### src/pkg/sys_cfg_pkg.sv
package sys_cfg_pkg;
  // Bus decode
  localparam logic [15:0] BANK_BASE        = 16'h0180;
  localparam logic [15:0] BANK_SPAN        = 16'h0020;
  localparam int          BUS_AW           = 16;
  // Register offsets inside the bank
  localparam logic [4:0]  OFS_SYSTEM_CONTROL  = 5'h00;
  localparam logic [4:0]  OFS_MAILBOX_CONTROL = 5'h06;
  localparam logic [4:0]  OFS_MAILBOX_IN_0    = 5'h08;
  localparam logic [4:0]  OFS_MAILBOX_IN_1    = 5'h0a;
  localparam logic [4:0]  OFS_MAILBOX_OUT_0   = 5'h0c;
  localparam logic [4:0]  OFS_MAILBOX_OUT_1   = 5'h0e;
  localparam logic [4:0]  OFS_USER_NMI_VECTOR = 5'h1a;
  localparam logic [4:0]  OFS_SYS_NMI_VECTOR  = 5'h1c;
  localparam logic [4:0]  OFS_RESET_CAUSE     = 5'h1e;
  // Storage slots of the word memory
  localparam int          MEM_WORDS        = 4;
  localparam logic [1:0]  SLOT_IN_0        = 2'h0;
  localparam logic [1:0]  SLOT_IN_1        = 2'h1;
  localparam logic [1:0]  SLOT_OUT_0       = 2'h2;
  localparam logic [1:0]  SLOT_OUT_1       = 2'h3;
  // Field positions in system_control
  localparam int          POS_DEDICATED_DEBUG_PINS  = 5;
  localparam int          POS_BOOTLOADER_ENTRY_SEEN = 4;
  localparam logic [15:0] SYSTEM_CONTROL_RW_MASK   = 16'h000f;
  // Reset values
  localparam logic [15:0] RST_SYSTEM_CONTROL  = 16'h0000;
  localparam logic [15:0] RST_MAILBOX_CONTROL = 16'h000c;
  localparam logic [15:0] RST_MAILBOX_WORD    = 16'h0000;
  localparam logic [15:0] RST_USER_NMI_VECTOR = 16'h0000;
  localparam logic [15:0] RST_SYS_NMI_VECTOR  = 16'h0000;
  localparam logic [15:0] RST_RESET_CAUSE     = 16'h0002;
endpackage

### src/hw/word_store.sv
`timescale 1ns/10ps
// Small word memory with byte-lane writes and registered read data
module word_store #(
  parameter int DEPTH = 4,
  parameter int AW    = 2
) (
  input  wire logic          core_clk_i,
  input  wire logic          rst_b_i,
  input  wire logic          wr_en_i,
  input  wire logic [AW-1:0] wr_addr_i,
  input  wire logic [1:0]    wr_lane_i,
  input  wire logic [15:0]   wr_data_i,
  input  wire logic [AW-1:0] rd_addr_i,
  output logic      [15:0]   rd_data_o
);
  typedef struct packed {
    logic [DEPTH-1:0][15:0] mem;
    logic [15:0]            rd;
  } store_s;

  store_s state_ff;
  store_s nxt_state;

  // Lane-selective update, read data registered
  always_comb begin
    nxt_state    = state_ff;
    nxt_state.rd = state_ff.mem[rd_addr_i];
    if (wr_en_i) begin
      if (wr_lane_i[0]) begin
        nxt_state.mem[wr_addr_i][7:0] = wr_data_i[7:0];
      end
      if (wr_lane_i[1]) begin
        nxt_state.mem[wr_addr_i][15:8] = wr_data_i[15:8];
      end
    end
  end

  always_ff @(posedge core_clk_i or negedge rst_b_i) begin
    if (!rst_b_i) begin
      state_ff <= '0;
    end else begin
      state_ff <= nxt_state;
    end
  end

  assign rd_data_o = state_ff.rd;
endmodule

### src/hw/system_config_register_bank.sv
`timescale 1ns/10ps
module system_config_register_bank
  import sys_cfg_pkg::*;
(
  input  wire logic              core_clk_i,
  input  wire logic              rst_b_i,
  input  wire logic              brown_out_reset_b_i,
  input  wire logic              bus_en_i,
  input  wire logic              bus_wr_i,
  input  wire logic              bus_byte_i,
  input  wire logic [BUS_AW-1:0] bus_addr_i,
  input  wire logic [15:0]       bus_wdata_i,
  input  wire logic              bootloader_entry_pin_i,
  input  wire logic [15:0]       user_nmi_vector_i,
  input  wire logic [15:0]       system_nmi_vector_i,
  input  wire logic [15:0]       reset_cause_vector_i,
  output logic      [15:0]       bus_rdata_o,
  output logic                   bus_rvalid_o,
  output logic                   dedicated_debug_pins_o
);
  typedef struct packed {
    logic [1:0]  entry_sync;
    logic        entry_seen;
    logic [3:0]  ctl_low;
    logic [15:0] mbx_ctl;
    logic [15:0] user_nmi;
    logic [15:0] sys_nmi;
    logic [15:0] reset_cause;
    logic [15:0] rdata;
    logic        rvalid;
    logic        rd_mem;
  } bank_s;

  bank_s state_ff;
  bank_s nxt_state;
  logic  pins_ff;
  logic  nxt_pins;

  // Offset inside the bank, only valid when in_bank is high
  logic [4:0]  ofs;
  logic        in_bank;
  logic [1:0]  lane;
  logic [15:0] wdata;
  logic        mem_hit;
  logic        mem_wr;
  logic [1:0]  mem_slot;
  logic [15:0] mem_rdata;
  logic [15:0] system_control_view;
  logic [15:0] ctl_merged;

  // Write-enable merge for one 16-bit word
  function automatic logic [15:0] merge(input logic [15:0] old, input logic [15:0] nw, input logic [1:0] ln);
    merge = old;
    if (ln[0]) begin
      merge[7:0] = nw[7:0];
    end
    if (ln[1]) begin
      merge[15:8] = nw[15:8];
    end
  endfunction

  // Address decode; bit 0 only selects a byte lane
  always_comb begin
    in_bank  = (bus_addr_i >= BANK_BASE) && (bus_addr_i < BANK_BASE + BANK_SPAN);
    ofs      = {bus_addr_i[4:1], 1'b0};
    if (!bus_byte_i) begin
      lane  = 2'h3;
      wdata = bus_wdata_i;
    end else if (bus_addr_i[0]) begin
      lane  = 2'h2;
      wdata = {bus_wdata_i[7:0], 8'h00};
    end else begin
      lane  = 2'h1;
      wdata = {8'h00, bus_wdata_i[7:0]};
    end
    mem_hit  = (ofs >= OFS_MAILBOX_IN_0) && (ofs <= OFS_MAILBOX_OUT_1);
    mem_slot = ofs[2:1] ^ 2'h0;
    mem_wr   = bus_en_i && bus_wr_i && in_bank && mem_hit;
    // Lane merge kept apart; a call result cannot be part-selected
    ctl_merged = merge({12'h000, state_ff.ctl_low}, wdata, lane);
  end

  assign system_control_view = {8'h00, 2'b00, pins_ff, state_ff.entry_seen, state_ff.ctl_low};

  // Register next state; read data captured one cycle after the request
  always_comb begin
    nxt_state            = state_ff;
    nxt_state.entry_sync = {state_ff.entry_sync[0], bootloader_entry_pin_i};
    // Sticky until reset; the source pulse may be brief
    nxt_state.entry_seen = state_ff.entry_seen | state_ff.entry_sync[1];
    // Vector sources are live views of the same-clock interrupt logic
    nxt_state.user_nmi    = user_nmi_vector_i;
    nxt_state.sys_nmi     = system_nmi_vector_i;
    nxt_state.reset_cause = reset_cause_vector_i;
    nxt_state.rvalid      = bus_en_i && !bus_wr_i;
    nxt_state.rd_mem      = bus_en_i && !bus_wr_i && in_bank && mem_hit;
    nxt_state.rdata       = 16'h0000;
    if (bus_en_i && in_bank) begin
      if (bus_wr_i) begin
        unique case (ofs)
          OFS_SYSTEM_CONTROL: begin
            nxt_state.ctl_low = ctl_merged[3:0] & SYSTEM_CONTROL_RW_MASK[3:0];
          end
          OFS_MAILBOX_CONTROL: begin
            nxt_state.mbx_ctl = merge(state_ff.mbx_ctl, wdata, lane);
          end
          default: begin
          end
        endcase
      end else begin
        unique case (ofs)
          OFS_SYSTEM_CONTROL:  nxt_state.rdata = system_control_view;
          OFS_MAILBOX_CONTROL: nxt_state.rdata = state_ff.mbx_ctl;
          OFS_USER_NMI_VECTOR: nxt_state.rdata = state_ff.user_nmi;
          OFS_SYS_NMI_VECTOR:  nxt_state.rdata = state_ff.sys_nmi;
          OFS_RESET_CAUSE:     nxt_state.rdata = state_ff.reset_cause;
          default:             nxt_state.rdata = 16'h0000;
        endcase
      end
    end
  end

  // Debug-pin bit: set-only, cleared solely by brown-out reset
  always_comb begin
    nxt_pins = pins_ff;
    if (bus_en_i && bus_wr_i && in_bank && (ofs == OFS_SYSTEM_CONTROL) && lane[0] &&
        wdata[POS_DEDICATED_DEBUG_PINS]) begin
      nxt_pins = 1'b1;
    end
  end

  always_ff @(posedge core_clk_i or negedge rst_b_i) begin
    if (!rst_b_i) begin
      state_ff             <= '0;
      state_ff.ctl_low     <= RST_SYSTEM_CONTROL[3:0];
      state_ff.mbx_ctl     <= RST_MAILBOX_CONTROL;
      state_ff.user_nmi    <= RST_USER_NMI_VECTOR;
      state_ff.sys_nmi     <= RST_SYS_NMI_VECTOR;
      state_ff.reset_cause <= RST_RESET_CAUSE;
    end else begin
      state_ff <= nxt_state;
    end
  end

  // Separate reset domain so ordinary resets keep the pin choice
  always_ff @(posedge core_clk_i or negedge brown_out_reset_b_i) begin
    if (!brown_out_reset_b_i) begin
      pins_ff <= RST_SYSTEM_CONTROL[POS_DEDICATED_DEBUG_PINS];
    end else begin
      pins_ff <= nxt_pins;
    end
  end

  word_store #(
    .DEPTH(MEM_WORDS),
    .AW   (2)
  ) u_mailbox_words (
    .core_clk_i(core_clk_i),
    .rst_b_i   (rst_b_i),
    .wr_en_i   (mem_wr),
    .wr_addr_i (mem_slot),
    .wr_lane_i (lane),
    .wr_data_i (wdata),
    .rd_addr_i (mem_slot),
    .rd_data_o (mem_rdata)
  );

  // Mailbox words come from the memory's own output register
  always_comb begin
    bus_rdata_o = state_ff.rd_mem ? mem_rdata : state_ff.rdata;
  end
  assign bus_rvalid_o           = state_ff.rvalid;
  assign dedicated_debug_pins_o = pins_ff;
endmodule

### config.mk
export PLATFORM = sky130hd
export DESIGN_NAME = system_config_register_bank
export DESIGN_NICKNAME = d
export VERILOG_FILES = /design/src/pkg/sys_cfg_pkg.sv /design/src/hw/word_store.sv /design/src/hw/system_config_register_bank.sv
export SDC_FILE = /design/constraint.sdc
export NUM_CORES = 1
export LEC_CHECK = 0
export BUFFER_PORTS_ARGS = -buffer_cell sky130_fd_sc_hd__buf_2
export CORE_MARGIN = 2
export CORE_UTILIZATION = 55
export CTS_CLUSTER_DIAMETER = 60
export DETAILED_ROUTE_END_ITERATION = 7
export GPL_TIMING_DRIVEN = 0
export PLACE_DENSITY_LB_ADDON = 0.05
export RECOVER_POWER = 50
export SLEW_MARGIN = 5
export SYNTH_ARGS = -nofsm -noshare
export SYNTH_HDL_FRONTEND = slang
export SYNTH_SLANG_ARGS = --single-unit
export TNS_END_PERCENT = 10
### constraint.sdc
create_clock -name core_clk_i -period 2.75 [get_ports core_clk_i]
set_clock_uncertainty 0.05 [all_clocks]
set_input_delay 0.1375 -clock core_clk_i [delete_from_list [all_inputs] [get_ports core_clk_i]]
set_output_delay 0.1375 -clock core_clk_i [all_outputs]
set_load 0.01 [all_outputs]
==> flow_summary.yaml <==
outcome:
  run_status: "finished with violations"
  failed_checks: "max-capacitance violations, max-slew violations"
layout:
  area_growth_syn_to_layout_pct: 27.99
  drive_above_1_share: 0.4392
  nNetsFinal: 691
  layout_commonest_cell: "sky130_fd_sc_hd__dfrtp_1"
  finalCoreUtilization: 0.7189
  layout.cells.most_common_list: "167 x sky130_fd_sc_hd__dfrtp_1, 105 x sky130_fd_sc_hd__buf_2, 99 x sky130_fd_sc_hd__mux2_2"
  fillCellCount: 809
  antennaDiodeCount: 0
hold_path:
  hold_path.class: "primary input to register"
  worst_hold_launch: "bus_addr_i[6]"
setup_path:
  crit_path_top_delay_cell: "sky130_fd_sc_hd__dlygate4sd3_1"
  cp-end-kind: "register"
  required_ns: 3.00
  setup.worst_path.start_class: "primary input"
  path_max_fanout: 10
  worst_r2r_startpoint: "u_mailbox_words.state_ff[71]"
  crit_buf_inv: 3
  delay_contributed_by_the_slowest_stage_of_the_critical_path_ns: 0.52
  timing.critical_path.max_delay_family: "simple AND/OR/NAND/NOR gates"
  timing_worst_setup_path_type: "primary input to register"
  crit_chain: "dlygate4sd3_1, buf_2, nor4b_1, nand2_1, buf_4, nor3_4, mux2_2"
  worst-endpoint-arrival_ns: 2.65
  startpoint: "bus_en_i"
clocking:
  cts-hold-fix-buffers: 56
  clock_sinks: 170
  post_cts_buffers: 0
  root_buffer: "sky130_fd_sc_hd__clkbuf_16"
  cts_buffers: 17
  insertion_delay_ns: 0.43
  tritoncts_clock_tree: "built"
  clock_pin_slew_worst_setup_and_hold_paths_ns: 0.06
  cts.htree.levels: 4
  cts.path.max_buffers: 2
  post_cts_resized: 0
yosys:
  post_synth_main_area_contributors: "sky130_fd_sc_hd__dfrtp_1 62%, sky130_fd_sc_hd__mux2_2 17%, sky130_fd_sc_hd__mux4_2 5.4%, sky130_fd_sc_hd__a22oi_1 2.9%, sky130_fd_sc_hd__nor3_4 2.2%"
  main_combinational_cell_family_by_area_after_synthesis: "multiplexers"
  synth_instances: 424
  synth_xor_area_frac: 0
  synthesis.area_um2: 6719
  yosys.area_share.simple: 0.06723
  synthMuxAreaShare: 0.2212
  synth_area_leader_cell: "sky130_fd_sc_hd__dfrtp_1"
  ys.warnings.count: 0
  synthesis.nets: 511
  synth-compound-area-share: 0.06034
  synth_fa_ha_area_frac: 0
  ys_seq_elements: 170
  share_of_the_synthesized_area_in_the_top_cell_type: 0.6220
  yosysSeqAreaShare: 0.6337
  post_synth_num_cell_types: 39
  syn-mean-instance-area_um2: 15.85
power:
  p_per_area_nw_per_um2: 607.8
  p_leak_nw: 4.210
  vdd_ir_drop_max_mv: 0.6531
sta:
  setup-violations-final: 0
  max_slew.worst_pin.slew_ns: 1.738
  grt_setup_unrepaired: "no"
  finalSetupTns_ns: 0
  layout_min_cycle_time_ns: 2.394
  finalMaxSlewViolations: 69
  max_freq_ghz: 0.4177
  final-hold-violation-count: 0
  timing.max_slew.rel_slack: -0.1585
  portion_of_the_clock_cycle_consumed_by_the_worst_path_in_the_final_layout: 0.8706
drt:
  wl_met1_um: 7185
  finalWirelength_um: 16080
  drc_errors: 0
  wl_per_cell_um: 21.05
  top_layer_in_use: "met4"
  vias: 4287
  count_of_antenna_violating_nets_left_after_detailed_routing: 0
  drt_first_pass_iters: 4
  drt_iter0_markers: 227
  met3_wirelength_um: 886
  met2_layer_wire_length_in_the_routed_design_um: 7776
  vias_per_cell: 5.611
die:
  core-area_um2: 11960
  die_w_um: 114.5
  top_level_ports: 105
  floorplan.initialDensity: 0.5617
  std_cell_rows: 40
  die_height_um: 114.5
  dieArea_um2: 13120
global_routing:
  grt_remaining_overflow: 0
  grt_first_pass_wirelength_um: 25060
  largest_net_degree_at_the_start_of_global_routing: 102
  number_of_antenna_violations_at_the_first_check_in_global_routing: 0
  grt.total_usage: 0.2641
  number_of_global_route_vias_before_repair: 4637
placed_design:
  detailedPlacementHpwl_um: 10620
  io_buffers: 104
  place.gp.congestion: 0.8076
flow_run:
  cap_viol_max_count: 1
## per-layer routing
metal  vias up  track usage
met2       123       0.4166
met4         0      0.09431
met3        20      0.07358
li1       1927            -
met5         -            0
met1      2217       0.3548
## synthesized netlist by cell type, drive strengths merged
cell / n
nor2: 1
and2: 2
nor2b: 2
nor4b: 3
nor4: 2
nand3: 4
a21o: 1
a2111o: 1
inv: 8
and3: 1
mux2: 100
nand2b: 2
a22oi: 26
a222oi: 6
dfrtp: 167
clkbuf: 12
nand2: 15
a31oi: 1
and4: 1
a21oi: 16
and4bb: 1
or2: 1
dfstp: 3
buf: 8
or4b: 1
nor3: 10
o21ai: 9
nor3b: 2
mux4: 16
and4b: 1
nand4b: 1
## registers in the layout (all words and copies together), names as in the netlist
name,flops
bus_rvalid_o,1
dedicated_debug_pins_o,1
nxt_state,1
state_ff,87
u_mailbox_words.rd_data_o,16
u_mailbox_words.state_ff,64
## final cells by class
cell class                      count  area, µm²  area share
Timing Repair Buffer              161       1102      0.1282
Clock buffer                       26      509.2     0.05922
Clock inverter                      6      85.08    0.009894
Sequential cell                   170       4258      0.4951
Multi-Input combinational cell    226       2344      0.2725
Inverter                            8      30.03    0.003492
Buffer                             20      87.58     0.01018
Tap cell                          147      183.9     0.02139
## where the power goes
| part | internal, W | switching, W | total [W] |
|---|---|---|---|
| Sequential | 0.00254 | 0.0000126 | 0.00255 |
| Clock | 0.00146 | 0.000914 | 0.00237 |
| Combinational | 0.000134 | 0.000170 | 0.000304 |
| Total | 0.00413 | 0.00110 | 0.00523 |
## through the flow
stage               setup slack (ns)  instance area [µm²]  hold slack [ns]  power, W  std cells
floorplan                      1.036                 6719          -0.2081  0.002670        424
global placement             -0.9214                 7423          -0.1366  0.002826        675
CTS                           0.3226                 8616         0.007991  0.005269        764
detailed placement            0.3049                 7461          -0.1366  0.002839        676
global route                  0.2203                 8600          0.02779  0.005402        764
finish                        0.3560                 8600          0.03861  0.005227        764
## worst paths after layout
kind / cells past startpoint / to / slack [ns]
worst max-delay path: 7 / u_mailbox_words.state_ff[77] / 0.36
worst min-delay path: 3 / state_ff[0] / 0.04
worst max register to register: 1 / u_mailbox_words.rd_data_o[7] / 1.67
worst min register to register: 0 / state_ff[88] / 0.31
max in group asynchronous: 3 / u_mailbox_words.state_ff[57] / 0.78
min in group asynchronous: 3 / dedicated_debug_pins_o / 0.51
## cells by family (layout without fill, tap and decap cells)
| group | count (synthesis) | in the layout |
|---|---|---|
| flip-flops | 170 | 170 |
| AO/OA/AOI/OAI | 60 | 60 |
| buffers and inverters | 28 | 221 |
| multiplexers | 116 | 116 |
| AND/OR/NAND/NOR | 50 | 50 |
Note: power is estimated with default switching activity, not from simulation.
